`src/logic/fault_flags_pkg.sv`:
```
package fault_flags_pkg;
  localparam int unsigned DATA_W = 32;
  localparam int unsigned FLAG_W = 16;
  localparam int unsigned ADDR_W = 12;
  // register byte offsets
  localparam logic [11:0] FLAGS_OFFSET = 12'h000;
  localparam logic [11:0] MASKS_OFFSET = 12'h004;
  // flag positions
  localparam int unsigned THIRD_OC_BIT = 0;
  localparam int unsigned SECOND_OC_BIT = 1;
  localparam int unsigned FIRST_OC_BIT = 2;
  localparam int unsigned THIRD_OV_BIT = 3;
  localparam int unsigned SECOND_OV_BIT = 4;
  localparam int unsigned FIRST_OV_BIT = 5;
  localparam int unsigned THIRD_UV_BIT = 6;
  localparam int unsigned SECOND_UV_BIT = 7;
  localparam int unsigned FIRST_UV_BIT = 8;
  localparam int unsigned SECOND_OL_BIT = 9;
  localparam int unsigned THIRD_TSD_BIT = 10;
  localparam int unsigned SECOND_TSD_BIT = 11;
  localparam int unsigned FIRST_TSD_BIT = 12;
  localparam int unsigned FIRST_TWARN_BIT = 13;
  localparam int unsigned EXT_OV_BIT = 14;
  localparam int unsigned EXT_UV_BIT = 15;
  // reset values
  localparam logic [15:0] FLAGS_RESET = 16'h0000;
  localparam logic [15:0] MASKS_RESET = 16'h0000;
endpackage : fault_flags_pkg

```
`src/logic/regulator_fault_flags_masks.sv`:
```
// Summary of operation
// RL1 - Overcurrent events set bit 0 (third), bit 1 (second) and bit 2 (first regulator).
// RL2 - Overvoltage events set bit 3 (third), bit 4 (second) and bit 5 (first regulator).
// RL3 - Undervoltage events set bit 6 (third), bit 7 (second) and bit 8 (first regulator).
// RL4 - An open-loop event on the second regulator sets bit 9.
// RL5 - Thermal shutdown sets bit 10 (third), bit 11 (second) and bit 12 (first regulator).
// RL6 - A die temperature warning of the first regulator sets bit 13.
// RL7 - Overvoltage on the external voltage monitor input sets bit 14.
// RL8 - Undervoltage on the external voltage monitor input sets bit 15.
// RL9 - A flag stays set until software writes 1 to its bit, which clears that flag alone.
// RL10 - Power-on reset clears every flag.
// RL11 - Mask bits match flag positions, 1 inhibits and 0 allows, read/write, cleared by reset.
// RL12 - The interrupt is high while any flag is set with its mask bit at 0.
// RL13 - Writing 0 leaves a flag alone and an event coinciding with a clear keeps it set.
//
// The register offsets and the APB slave port are this design's own decisions.
`timescale 1ns/10ps
module regulator_fault_flags_masks
  import fault_flags_pkg::*;
(
  input wire logic clock,
  input wire logic sys_rst,
  input wire logic psel,
  input wire logic penable,
  input wire logic pwrite,
  input wire logic [ADDR_W-1:0] paddr,
  input wire logic [DATA_W-1:0] pwdata,
  input wire logic [3:0] pstrb,
  output logic [DATA_W-1:0] prdata,
  output logic pready,
  output logic pslverr,
  input wire logic third_reg_overcurrent,
  input wire logic second_reg_overcurrent,
  input wire logic first_reg_overcurrent,
  input wire logic third_reg_overvoltage,
  input wire logic second_reg_overvoltage,
  input wire logic first_reg_overvoltage,
  input wire logic third_reg_undervoltage,
  input wire logic second_reg_undervoltage,
  input wire logic first_reg_undervoltage,
  input wire logic second_reg_open_loop,
  input wire logic third_reg_thermal_shutdown,
  input wire logic second_reg_thermal_shutdown,
  input wire logic first_reg_thermal_shutdown,
  input wire logic first_reg_thermal_warning,
  input wire logic ext_monitor_overvoltage,
  input wire logic ext_monitor_undervoltage,
  output logic irq
);
  typedef struct packed {
    logic [FLAG_W-1:0] flags;
    logic [FLAG_W-1:0] masks;
    logic [DATA_W-1:0] rdata;
    logic ready;
    logic slverr;
    logic irq;
  } ctrl_state_t;

  ctrl_state_t state;
  ctrl_state_t next_state;
  logic [FLAG_W-1:0] raw_events;
  logic [FLAG_W-1:0] sync_events;
  logic [FLAG_W-1:0] event_seen;
  logic [FLAG_W-1:0] event_pulse;

  function automatic logic [FLAG_W-1:0] lane_write(
    input logic [FLAG_W-1:0] old_value,
    input logic [DATA_W-1:0] data,
    input logic [3:0] strobe
  );
    logic [FLAG_W-1:0] result;
    result = old_value;
    if (strobe[0]) begin
      result[7:0] = data[7:0];
    end
    if (strobe[1]) begin
      result[15:8] = data[15:8];
    end
    return result;
  endfunction : lane_write

  // RL1 overcurrent positions
  assign raw_events[THIRD_OC_BIT] = third_reg_overcurrent;
  assign raw_events[SECOND_OC_BIT] = second_reg_overcurrent;
  assign raw_events[FIRST_OC_BIT] = first_reg_overcurrent;
  // RL2 overvoltage positions
  assign raw_events[THIRD_OV_BIT] = third_reg_overvoltage;
  assign raw_events[SECOND_OV_BIT] = second_reg_overvoltage;
  assign raw_events[FIRST_OV_BIT] = first_reg_overvoltage;
  // RL3 undervoltage positions
  assign raw_events[THIRD_UV_BIT] = third_reg_undervoltage;
  assign raw_events[SECOND_UV_BIT] = second_reg_undervoltage;
  assign raw_events[FIRST_UV_BIT] = first_reg_undervoltage;
  // RL4 open loop position
  assign raw_events[SECOND_OL_BIT] = second_reg_open_loop;
  // RL5 shutdown positions
  assign raw_events[THIRD_TSD_BIT] = third_reg_thermal_shutdown;
  assign raw_events[SECOND_TSD_BIT] = second_reg_thermal_shutdown;
  assign raw_events[FIRST_TSD_BIT] = first_reg_thermal_shutdown;
  // RL6 warning position
  assign raw_events[FIRST_TWARN_BIT] = first_reg_thermal_warning;
  // RL7 monitor overvoltage
  assign raw_events[EXT_OV_BIT] = ext_monitor_overvoltage;
  // RL8 monitor undervoltage
  assign raw_events[EXT_UV_BIT] = ext_monitor_undervoltage;

  // detectors are analog, so synchronise first
  event_sync #(
    .WIDTH(FLAG_W)
  ) u_event_sync (
    .clock(clock),
    .sys_rst(sys_rst),
    .async_in(raw_events),
    .sync_out(sync_events)
  );

  // level-sensitive: a persisting fault re-sets the flag after a clear
  assign event_seen = sync_events;

  logic apb_access;
  logic apb_write;
  logic flags_hit;
  logic masks_hit;
  logic [FLAG_W-1:0] clear_bits;

  always_comb begin
    apb_access = psel && penable && !state.ready;
    apb_write = apb_access && pwrite;
    flags_hit = paddr == FLAGS_OFFSET;
    masks_hit = paddr == MASKS_OFFSET;
    clear_bits = '0;
    if (apb_write && flags_hit) begin
      clear_bits = lane_write('0, pwdata, pstrb);
    end
  end

  assign event_pulse = event_seen;

  always_comb begin
    next_state = state;
    next_state.ready = apb_access;
    next_state.slverr = apb_access && !(flags_hit || masks_hit);
    next_state.rdata = '0;
    // RL9 write one clears
    // RL13 set wins over clear
    next_state.flags = (state.flags & ~clear_bits) | event_pulse;
    if (apb_write && masks_hit) begin
      // RL11 mask read write
      next_state.masks = lane_write(state.masks, pwdata, pstrb);
    end
    if (apb_access && !pwrite) begin
      if (flags_hit) begin
        next_state.rdata = {{(DATA_W-FLAG_W){1'b0}}, state.flags};
      end else if (masks_hit) begin
        next_state.rdata = {{(DATA_W-FLAG_W){1'b0}}, state.masks};
      end
    end
    // RL12 unmasked flag drives irq
    next_state.irq = |(next_state.flags & ~next_state.masks);
  end

  always_ff @(posedge clock or posedge sys_rst) begin
    if (sys_rst) begin
      // RL10 flags cleared by reset
      state.flags <= FLAGS_RESET;
      state.masks <= MASKS_RESET;
      state.rdata <= '0;
      state.ready <= 1'b0;
      state.slverr <= 1'b0;
      state.irq <= 1'b0;
    end else begin
      state <= next_state;
    end
  end

  assign prdata = state.rdata;
  assign pready = state.ready;
  assign pslverr = state.slverr;
  assign irq = state.irq;

  // assertions
  logic [FLAG_W-1:0] race_bits;
  assign race_bits = clear_bits & sync_events;

  // every flag position
  for (genvar i = 0; i < FLAG_W; i++) begin : g_event_map

  end
endmodule : regulator_fault_flags_masks

```
`src/logic/event_sync.sv`:
```
`timescale 1ns/10ps
module event_sync
  import fault_flags_pkg::*;
#(
  parameter int unsigned WIDTH = FLAG_W
) (
  input wire logic clock,
  input wire logic sys_rst,
  input wire logic [WIDTH-1:0] async_in,
  output logic [WIDTH-1:0] sync_out
);
  typedef struct packed {
    logic [WIDTH-1:0] first;
    logic [WIDTH-1:0] second;
  } sync_state_t;

  sync_state_t state;
  sync_state_t next_state;

  // first stage read only by second stage
  always_comb begin
    next_state.first = async_in;
    next_state.second = state.first;
  end

  always_ff @(posedge clock or posedge sys_rst) begin
    if (sys_rst) begin
      state <= '0;
    end else begin
      state <= next_state;
    end
  end

  assign sync_out = state.second;
endmodule : event_sync

```
`config.mk`:
```
export PLATFORM = sky130hd
export DESIGN_NAME = regulator_fault_flags_masks
export DESIGN_NICKNAME = d
export VERILOG_FILES = /design/src/logic/fault_flags_pkg.sv /design/src/logic/regulator_fault_flags_masks.sv /design/src/logic/event_sync.sv
export SDC_FILE = /design/constraint.sdc
export NUM_CORES = 1
export LEC_CHECK = 0
export BUFFER_PORTS_ARGS = -buffer_cell sky130_fd_sc_hd__buf_4
export CAP_MARGIN = 10
export CORE_UTILIZATION = 55
export DETAILED_ROUTE_END_ITERATION = 7
export PLACE_DENSITY_LB_ADDON = 0.15
export SKIP_LAST_GASP = 1
export SYNTH_ARGS = -nofsm -noshare
export SYNTH_HDL_FRONTEND = slang
export SYNTH_SLANG_ARGS = --single-unit
```
`constraint.sdc`:
```
create_clock -name clock -period 7.8 [get_ports clock]
set_clock_uncertainty 0.2 [all_clocks]
set_input_delay 1.17 -clock clock [delete_from_list [all_inputs] [get_ports clock]]
set_output_delay 1.17 -clock clock [all_outputs]
set_load 0.02 [all_outputs]
```
Yosys cells after proc, flatten, opt, wreduce, memory -nomap -nowiden
Index checks and enable logic that the tools add are counted.
Widths: inputs -> output; s select.
{"block": "classes", "bitwise": 5, "eq_ne": 1, "reduce_logical": 13, "mux": 9}
{"op": "$mux 16", "n": 5}
{"op": "$and 16x16->16", "n": 2}
{"op": "$mux 8", "n": 4}
{"op": "$not 16->16", "n": 2}
{"op": "$or 16x16->16", "n": 1}
{"op": "$reduce_or 16->1", "n": 1}
{"op": "$eq 12x3->1 const B", "n": 1}
{"op": "$logic_not 12->1", "n": 1}
{"op": "$logic_and 1x1->1", "n": 7}
{"op": "$logic_not 1->1", "n": 3}
{"op": "$logic_or 1x1->1", "n": 1}
{"block": "word_totals", "inputBits": 69, "elab_cells": 36, "reg_bits": 99, "out_inout_bits": 35}

Longest topological paths before layout
Gate-level depths: netlist of the first run.
{"block": "logic_depth", "depth_word": 10, "ltp_mapped": 8, "ltp_nobuf": 6}

Cells and area by module
Synthesis of the first run repeated with hierarchy kept, for this count alone.
{"block": "unflattened", "hier_cells": 317, "area_unflattened_um2": 3564.7}
{"module": "regulator_fault_flags_masks", "area_each_um2": 2760.1, "cells_each": 284, "n_inst": 1}
{"module": "event_sync", "area_each_um2": 804.5, "cells_each": 33, "n_inst": 1}

Least setup slack after synthesis of the first run
No wires, ideal clock.
{"block": "synth_path", "path_kind": "input-to-reg", "startpoint": "input port paddr[1]", "endpoint": "register state[35] (netlist bit)", "setup_slack_ns": 4.416, "required_ns": 7.475, "arrival_ns": 3.059, "stages": 5, "path_buffers": 1, "setup_ns": 0.125, "cell_sequence": "or4_4 -> or4_1 -> buf_6 -> nor2_2 -> mux2_2"}
{"element": "start, declared", "line": "regulator_fault_flags_masks.sv:26", "text": "input wire logic [ADDR_W-1:0] paddr,"}
{"element": "end signal, assigned", "line": "regulator_fault_flags_masks.sv:172", "text": "state <= next_state;"}
{"element": "end, declared", "line": "regulator_fault_flags_masks.sv:59", "text": "ctrl_state_t state;"}

==> results.json, run 1 <==
{
  "finalNetCount": 442,
  "portBuffers": 69,
  "drtPass1Iterations": 4,
  "fp.dieW_um": 82.3,
  "hp-class": "register to register",
  "run_status": "completed",
  "synth_cell_types": 37,
  "io_pins": 104,
  "synth.area.mux_share_pct": 6.73,
  "die_h_um": 82.3,
  "synth_cells": 320,
  "cp_data_arrival_time_ps": 3510,
  "fillerInstances": 468,
  "crit_path_end_kind": "register",
  "slew_violations": 0,
  "grt_util_all_layers_pct": 22.1,
  "cp_cell_sequence": "buf_4 -> or4_4 -> nor4_4 -> and3_1 -> and2_1 -> nand2_1 -> a21o_1",
  "synthArstFlopShare_pct": 100,
  "rsz0062_at_grt": "false",
  "synth-xor-area-share_pct": 0,
  "finalWirelength_mm": 6.80,
  "cts_tree": "built",
  "r2r_setup_slack_ps": 5190,
  "syn_avg_cell_area_um2": 11.1,
  "grt_pass1_vias": 2270,
  "cpMaxStageDelayCell": "nor4_4",
  "wl_per_cell_um": 15.1,
  "synth_edf_count": 0,
  "gr-total-overflow": 0,
  "hold_buffers": 0,
  "worstPathRequired_ps": 7830,
  "post_cts_resized": 0,
  "final_cell_mix": "dfrtp_1, buf_4, nand2_1",
  "yosysSeqAreaShare_pct": 58.5,
  "core_area_um2": 6060,
  "cts_max_path_buffers": 2,
  "slew_headroom_pct": 33.1,
  "layout_commonest_cell": "dfrtp_1",
  "ir_drop_mv": 0.131,
  "synth_compound_area_share_pct": 12.3,
  "netlist_area_um2": 3550,
  "clock_latency_ps": 340,
  "cp_top_family": "simple AND/OR/NAND/NOR gates",
  "worst_pin_slew_ps": 1000,
  "detailed_place_hpwl_mm": 4.70,
  "post_cts_buffers": 0,
  "die-area_um2": 6780,
  "syn_to_final_growth_pct": 16.0,
  "max_clock_freq_ghz": 0.287,
  "clock_sinks": 83,
  "setup_tns_ps": 0,
  "ys_ff_latch": 83,
  "worstSetupPathType": "input port to register",
  "antenna_found_initial": 0,
  "fin_crit_sh_pct": 44.6,
  "fp-row-count": 28,
  "start_util_pct": 58.6,
  "antennaDiodeCount": 0,
  "powerDensity_nw_per_um2": 199,
  "grt_pass1_wl_mm": 10.8,
  "yosys.area_share.simple_pct": 12.9,
  "h-tree-depth": 3,
  "num_vias": 2431,
  "max_stage_delay_ps": 610,
  "drc": 0,
  "leakage_nw": 1.94,
  "cap_violations": 0,
  "synthFlopType": "dfrtp_1",
  "place_congestion": 0.817,
  "ant_nets": 0,
  "drive_above_1_share_pct": 26.1,
  "finalHoldViolCount": 0,
  "vias_per_cell": 5.39,
  "grt_max_degree": 84,
  "period_minus_slack_ps": 3480,
  "synth_top_family_by_area": "simple AND/OR/NAND/NOR gates",
  "start_kind": "input port",
  "path_clk_slew_ps": 80,
  "first_iter_violations": 204,
  "synth_adder_area_share_pct": 0,
  "cp_max_fo": 9,
  "root_buffer": "clkbuf_8",
  "setup_viol": 0,
  "utilization_pct": 67.9,
  "worstPathBufferInverterCount": 1,
  "cts-buffers-inserted": 9,
  "yosysWarnings": 0
}
[cell type report]
type                            count  area [um^2]  area share (%)
Clock buffer                       11          131            3.19
Sequential cell                    83         2080            50.5
Inverter                            8         31.3           0.760
Clock inverter                      3         65.1            1.58
Timing Repair Buffer               70          526            12.8
Multi-Input combinational cell    201         1190            29.0
Tap cell                           75         93.8            2.28
[sequential cells by signal, summed over array words and instances, names as in the netlist]
signal and flops:
u_event_sync.next_state 16, prdata 16, pready 1, state 32, irq 1, pslverr 1
u_event_sync.sync_out 16
[worst reg2reg max path, delay by kind of cell (launching register included)]
kind	cells	cell delay, ps
flip-flops	1	370
AND/OR/NAND/NOR	5	1730
AO/OA/AOI/OAI	1	200
[path summary, 6_finish.rpt]
check | start | endpoint | depth (start not counted)
hold / removal | u_event_sync.next_state[3] | u_event_sync.sync_out[3] | 0
setup / recovery | paddr[1] | state[51] | 7
min in group asynchronous | sys_rst | u_event_sync.next_state[6] | 3
setup reg to reg | pready | state[51] | 6
hold reg to reg | u_event_sync.next_state[3] | u_event_sync.sync_out[3] | 0
max in group asynchronous | sys_rst | u_event_sync.sync_out[6] | 3
[report_power, final]
| part | internal (mW) | switching, mW |
|---|---|---|
| logic | 0.0234 | 0.0340 |
| clock network | 0.177 | 0.139 |
| registers | 0.439 | 0.00514 |
[synthesized netlist by cell type (all sizes together), types with 2 or more instances]
| cell | n | area share [%] |
|---|---|---|
| nor2 | 33 | 3.6 |
| or4 | 4 | 1.1 |
| clkbuf | 5 | 0.53 |
| nand3 | 6 | 0.85 |
| mux2 | 7 | 2.2 |
| a22oi | 4 | 0.85 |
| nand4 | 2 | 0.35 |
| dfrtp | 83 | 59 |
| o22ai | 6 | 1.8 |
| a31oi | 8 | 1.4 |
| a21o | 17 | 3.6 |
| or3 | 2 | 0.35 |
| mux2i | 16 | 4.5 |
| nand2 | 46 | 4.9 |
| a21oi | 11 | 1.6 |
| o2111ai | 4 | 0.99 |
| o21ai | 8 | 1.1 |
| inv | 8 | 0.85 |
| buf | 38 | 8.1 |
[cell families after synthesis]
group | Yosys count
other | 1
AO/OA/AOI/OAI | 62
buffers and inverters | 51
AND/OR/NAND/NOR | 100
multiplexers | 23
flip-flops | 83
[per-stage QoR]
stage          instance area, um^2  total power [mW]  cells  hold slack, ps  worst slack (ps)
2_1_floorplan                 3610             0.487    335             131              4290
3_3_place_gp                  3920             0.509    437             131              4030
3_5_place_dp                  3920             0.510    437             135              3990
4_1_cts                       4120             0.824    451             152              4350
5_1_grt                       4120             0.848    451             157              4220
6_report                      4120             0.817    451             150              4320
[routing by layer]
layer	GRT usage [%]	wire [um]	up-vias
met2	32.6	3110	102
met1	31.1	3070	1167
met4	11.6	127	0
met5	0	0	-
li1	-	-	1148
met3	4.07	497	14
(Power assumes the default switching activity.)
==> run 2: changes to the inputs <==
- ABC_AREA: default -> 1
- CORE_UTILIZATION: 55 -> 52
- clock period: 7.8 -> 3.6 ns (I/O delays scaled with it)
==> results.json, run 2 <==
{
  "cts_max_path_buffers": 2,
  "h-tree-depth": 3,
  "slew_violations": 0,
  "root_buffer": "clkbuf_8",
  "synth_cells": 437,
  "num_vias": 2762,
  "period_minus_slack_ps": 2410,
  "largest_register": "state",
  "cts_tree": "built",
  "synthTopCellsByCount": "nand2_1, dfrtp_1, inv_1",
  "total_power_mw": 1.80,
  "grt_pass1_wl_mm": 12.2,
  "synth_top_cell_by_area": "dfrtp_1",
  "ant_nets": 0,
  "core_area_um2": 6910,
  "synthArstFlopShare_pct": 100,
  "r2r_setup_slack_ps": 1190,
  "hp-start": "first_reg_thermal_shutdown",
  "io_pins": 104,
  "finalHoldViolCount": 0,
  "clkPwrFrac_pct": 39.7,
  "grt_max_degree": 31,
  "detailed_place_hpwl_mm": 4.96,
  "grt_pass1_vias": 2711,
  "place_congestion": 0.811,
  "p_seq_share_pct": 53.1,
  "timing.rr.end": "irq",
  "yosysWarnings": 0,
  "finalNetCount": 561,
  "cp_data_arrival_time_ps": 2430,
  "die-area_um2": 7580,
  "drive_above_1_share_pct": 21.1,
  "first_iter_violations": 211,
  "cts-buffers-inserted": 9,
  "yosysSeqAreaShare_pct": 55.2,
  "yosysMostFrequentCell": "nand2_1",
  "drtPass1Iterations": 5,
  "fp.dieW_um": 87.1,
  "path_clk_slew_ps": 90,
  "gr-total-overflow": 0,
  "cp_max_fo": 20,
  "powerDensity_nw_per_um2": 413,
  "reg2reg_depth": 12,
  "drc": 0,
  "worst_pin_slew_ps": 684,
  "use_met1_pct": 28.2,
  "start_util_pct": 54.5,
  "cap_violations": 0,
  "p_sw_uw": 411,
  "syn_to_final_growth_pct": 15.8,
  "synth_top_area_share_pct": 55.2,
  "synthFlopType": "dfrtp_1",
  "ir_drop_mv": 0.261,
  "final_cell_mix": "nand2_1, dfrtp_1, inv_1",
  "grt_busiest_layer": "met2",
  "finalWirelength_mm": 7.46,
  "vias_per_cell": 4.66,
  "p_int_mw": 1.39,
  "ys_ff_latch": 83,
  "post_cts_buffers": 0,
  "antennaDiodeCount": 0,
  "combPwrFrac_pct": 7.2,
  "portBuffers": 69,
  "worstSetupPathType": "register to register",
  "clock_sinks": 83,
  "min_to": "u_event_sync.next_state[12]",
  "fin_crit_sh_pct": 66.8,
  "min_path_cells": 1,
  "antenna_found_initial": 0,
  "crit_path_end_kind": "register",
  "hp-class": "input port to register",
  "wl_per_cell_um": 12.6,
  "layout_commonest_cell": "nand2_1",
  "setup_tns_ps": 0,
  "slew_headroom_pct": 54.3,
  "met3_usage_pct": 3.60,
  "synth_cell_types": 21,
  "fp-row-count": 30,
  "start_kind": "register",
  "run_status": "completed",
  "grt_util_met2_pct": 35.6,
  "max_clock_freq_ghz": 0.416,
  "grt_util_all_layers_pct": 21.9,
  "rsz0062_at_grt": "false",
  "die_h_um": 87.1,
  "clock_latency_ps": 350,
  "worstPathRequired_ps": 3630,
  "switching_share_pct": 22.8,
  "r2r-start": "pready",
  "setup_viol": 0,
  "synth_edf_count": 0,
  "largest_reg_flops": 32,
  "netlist_area_um2": 3760,
  "syn_avg_cell_area_um2": 8.61,
  "leakage_nw": 2.36,
  "synth_area_leaders": "dfrtp_1, nand2_1, inv_1"
}
-- run 2: cell count changes after synthesis, moves of 5 or more --
cell     delta
a31oi_1     -8
a21oi_1    +18
nand2_1   +108
a21o_1     -17
mux2_2      -7
inv_1      +73
nor2_1     -28
mux2i_1    -16
nand3_1     -5
nand4_1    +17
-- run 2: area by class of cell --
type	instances	area, um^2
fillers	610	2550
multi-input cells	243	1090
clock inverters	7	91.3
repair buffers	72	543
clock buffers	9	124
well taps	96	120
flip-flops and latches	83	2080
inverters	83	313
-- run 2: timing repair --
action,CTS,global route
setup endpoints to repair,0,0
resized for setup,0,0
hold buffers,1,0
endpoints found under the hold margin,27,0
-- run 2: worst max-delay path by stage --
stage	from	endpoint	depth (start not counted)
3_5_place_dp	psel	irq	12
2_1_floorplan	sys_rst	irq	1
5_1_grt	pready	irq	12
3_3_place_gp	psel	irq	12
4_1_cts	pready	irq	12
6_report	pready	irq	12
-- run 2: worst max-delay path: stages (launching register included) --
cell     delay (ps)
dfrtp_1         380
inv_1            60
nand3_2         100
nor2_4          490
nand3_4         340
nand2_1         150
o21ai_0         120
nand2_1         100
nand2_1          50
inv_1            50
nand2_1          60
nor2_1          100
nand2_1          70
-- run 2: power by group through the flow --
| stage | clock network, mW | logic (mW) | registers [mW] |
|---|---|---|---|
| 2_1_floorplan | 0 | 0.0805 | 0.975 |
| 3_3_place_gp | 0 | 0.126 | 0.974 |
| 3_5_place_dp | 0 | 0.128 | 0.975 |
| 4_1_cts | 0.730 | 0.130 | 0.956 |
| 5_1_grt | 0.767 | 0.144 | 0.958 |
| 6_report | 0.715 | 0.129 | 0.956 |
-- run 2: metal layers --
layer  vias up  routed length [um]
met2       110                3540
met4         0                 140
met3        17                 394
li1       1367                   -
met1      1268                3390
met5         -                   0
-- run 2: through the flow --
stage / hold WS (ps) / cells / util [%] / cell area (um^2) / worst slack (ps)
after global routing: 72.8 / 593 / 63.1 / 4360 / 1050
after detailed placement: 135 / 576 / 59.8 / 4130 / 1050
after floorplan: 131 / 452 / - / 3820 / 723
final: 90.4 / 593 / 63.1 / 4360 / 1190
after global placement: 132 / 576 / 59.8 / 4130 / 1060
after CTS: 77.2 / 593 / 63.1 / 4360 / 1240
-- run 2: cells by family (layout without fill, tap and decap cells) --
kind of cell | after synthesis | count (layout) | share of synthesized area, %
other | 1 | 16 | 0.0997
buffers and inverters | 126 | 171 | 17.3
AOI/OAI and AO/OA | 33 | 33 | 4.39
DFF | 83 | 83 | 55.2
and+or+nand+nor | 194 | 194 | 23.0
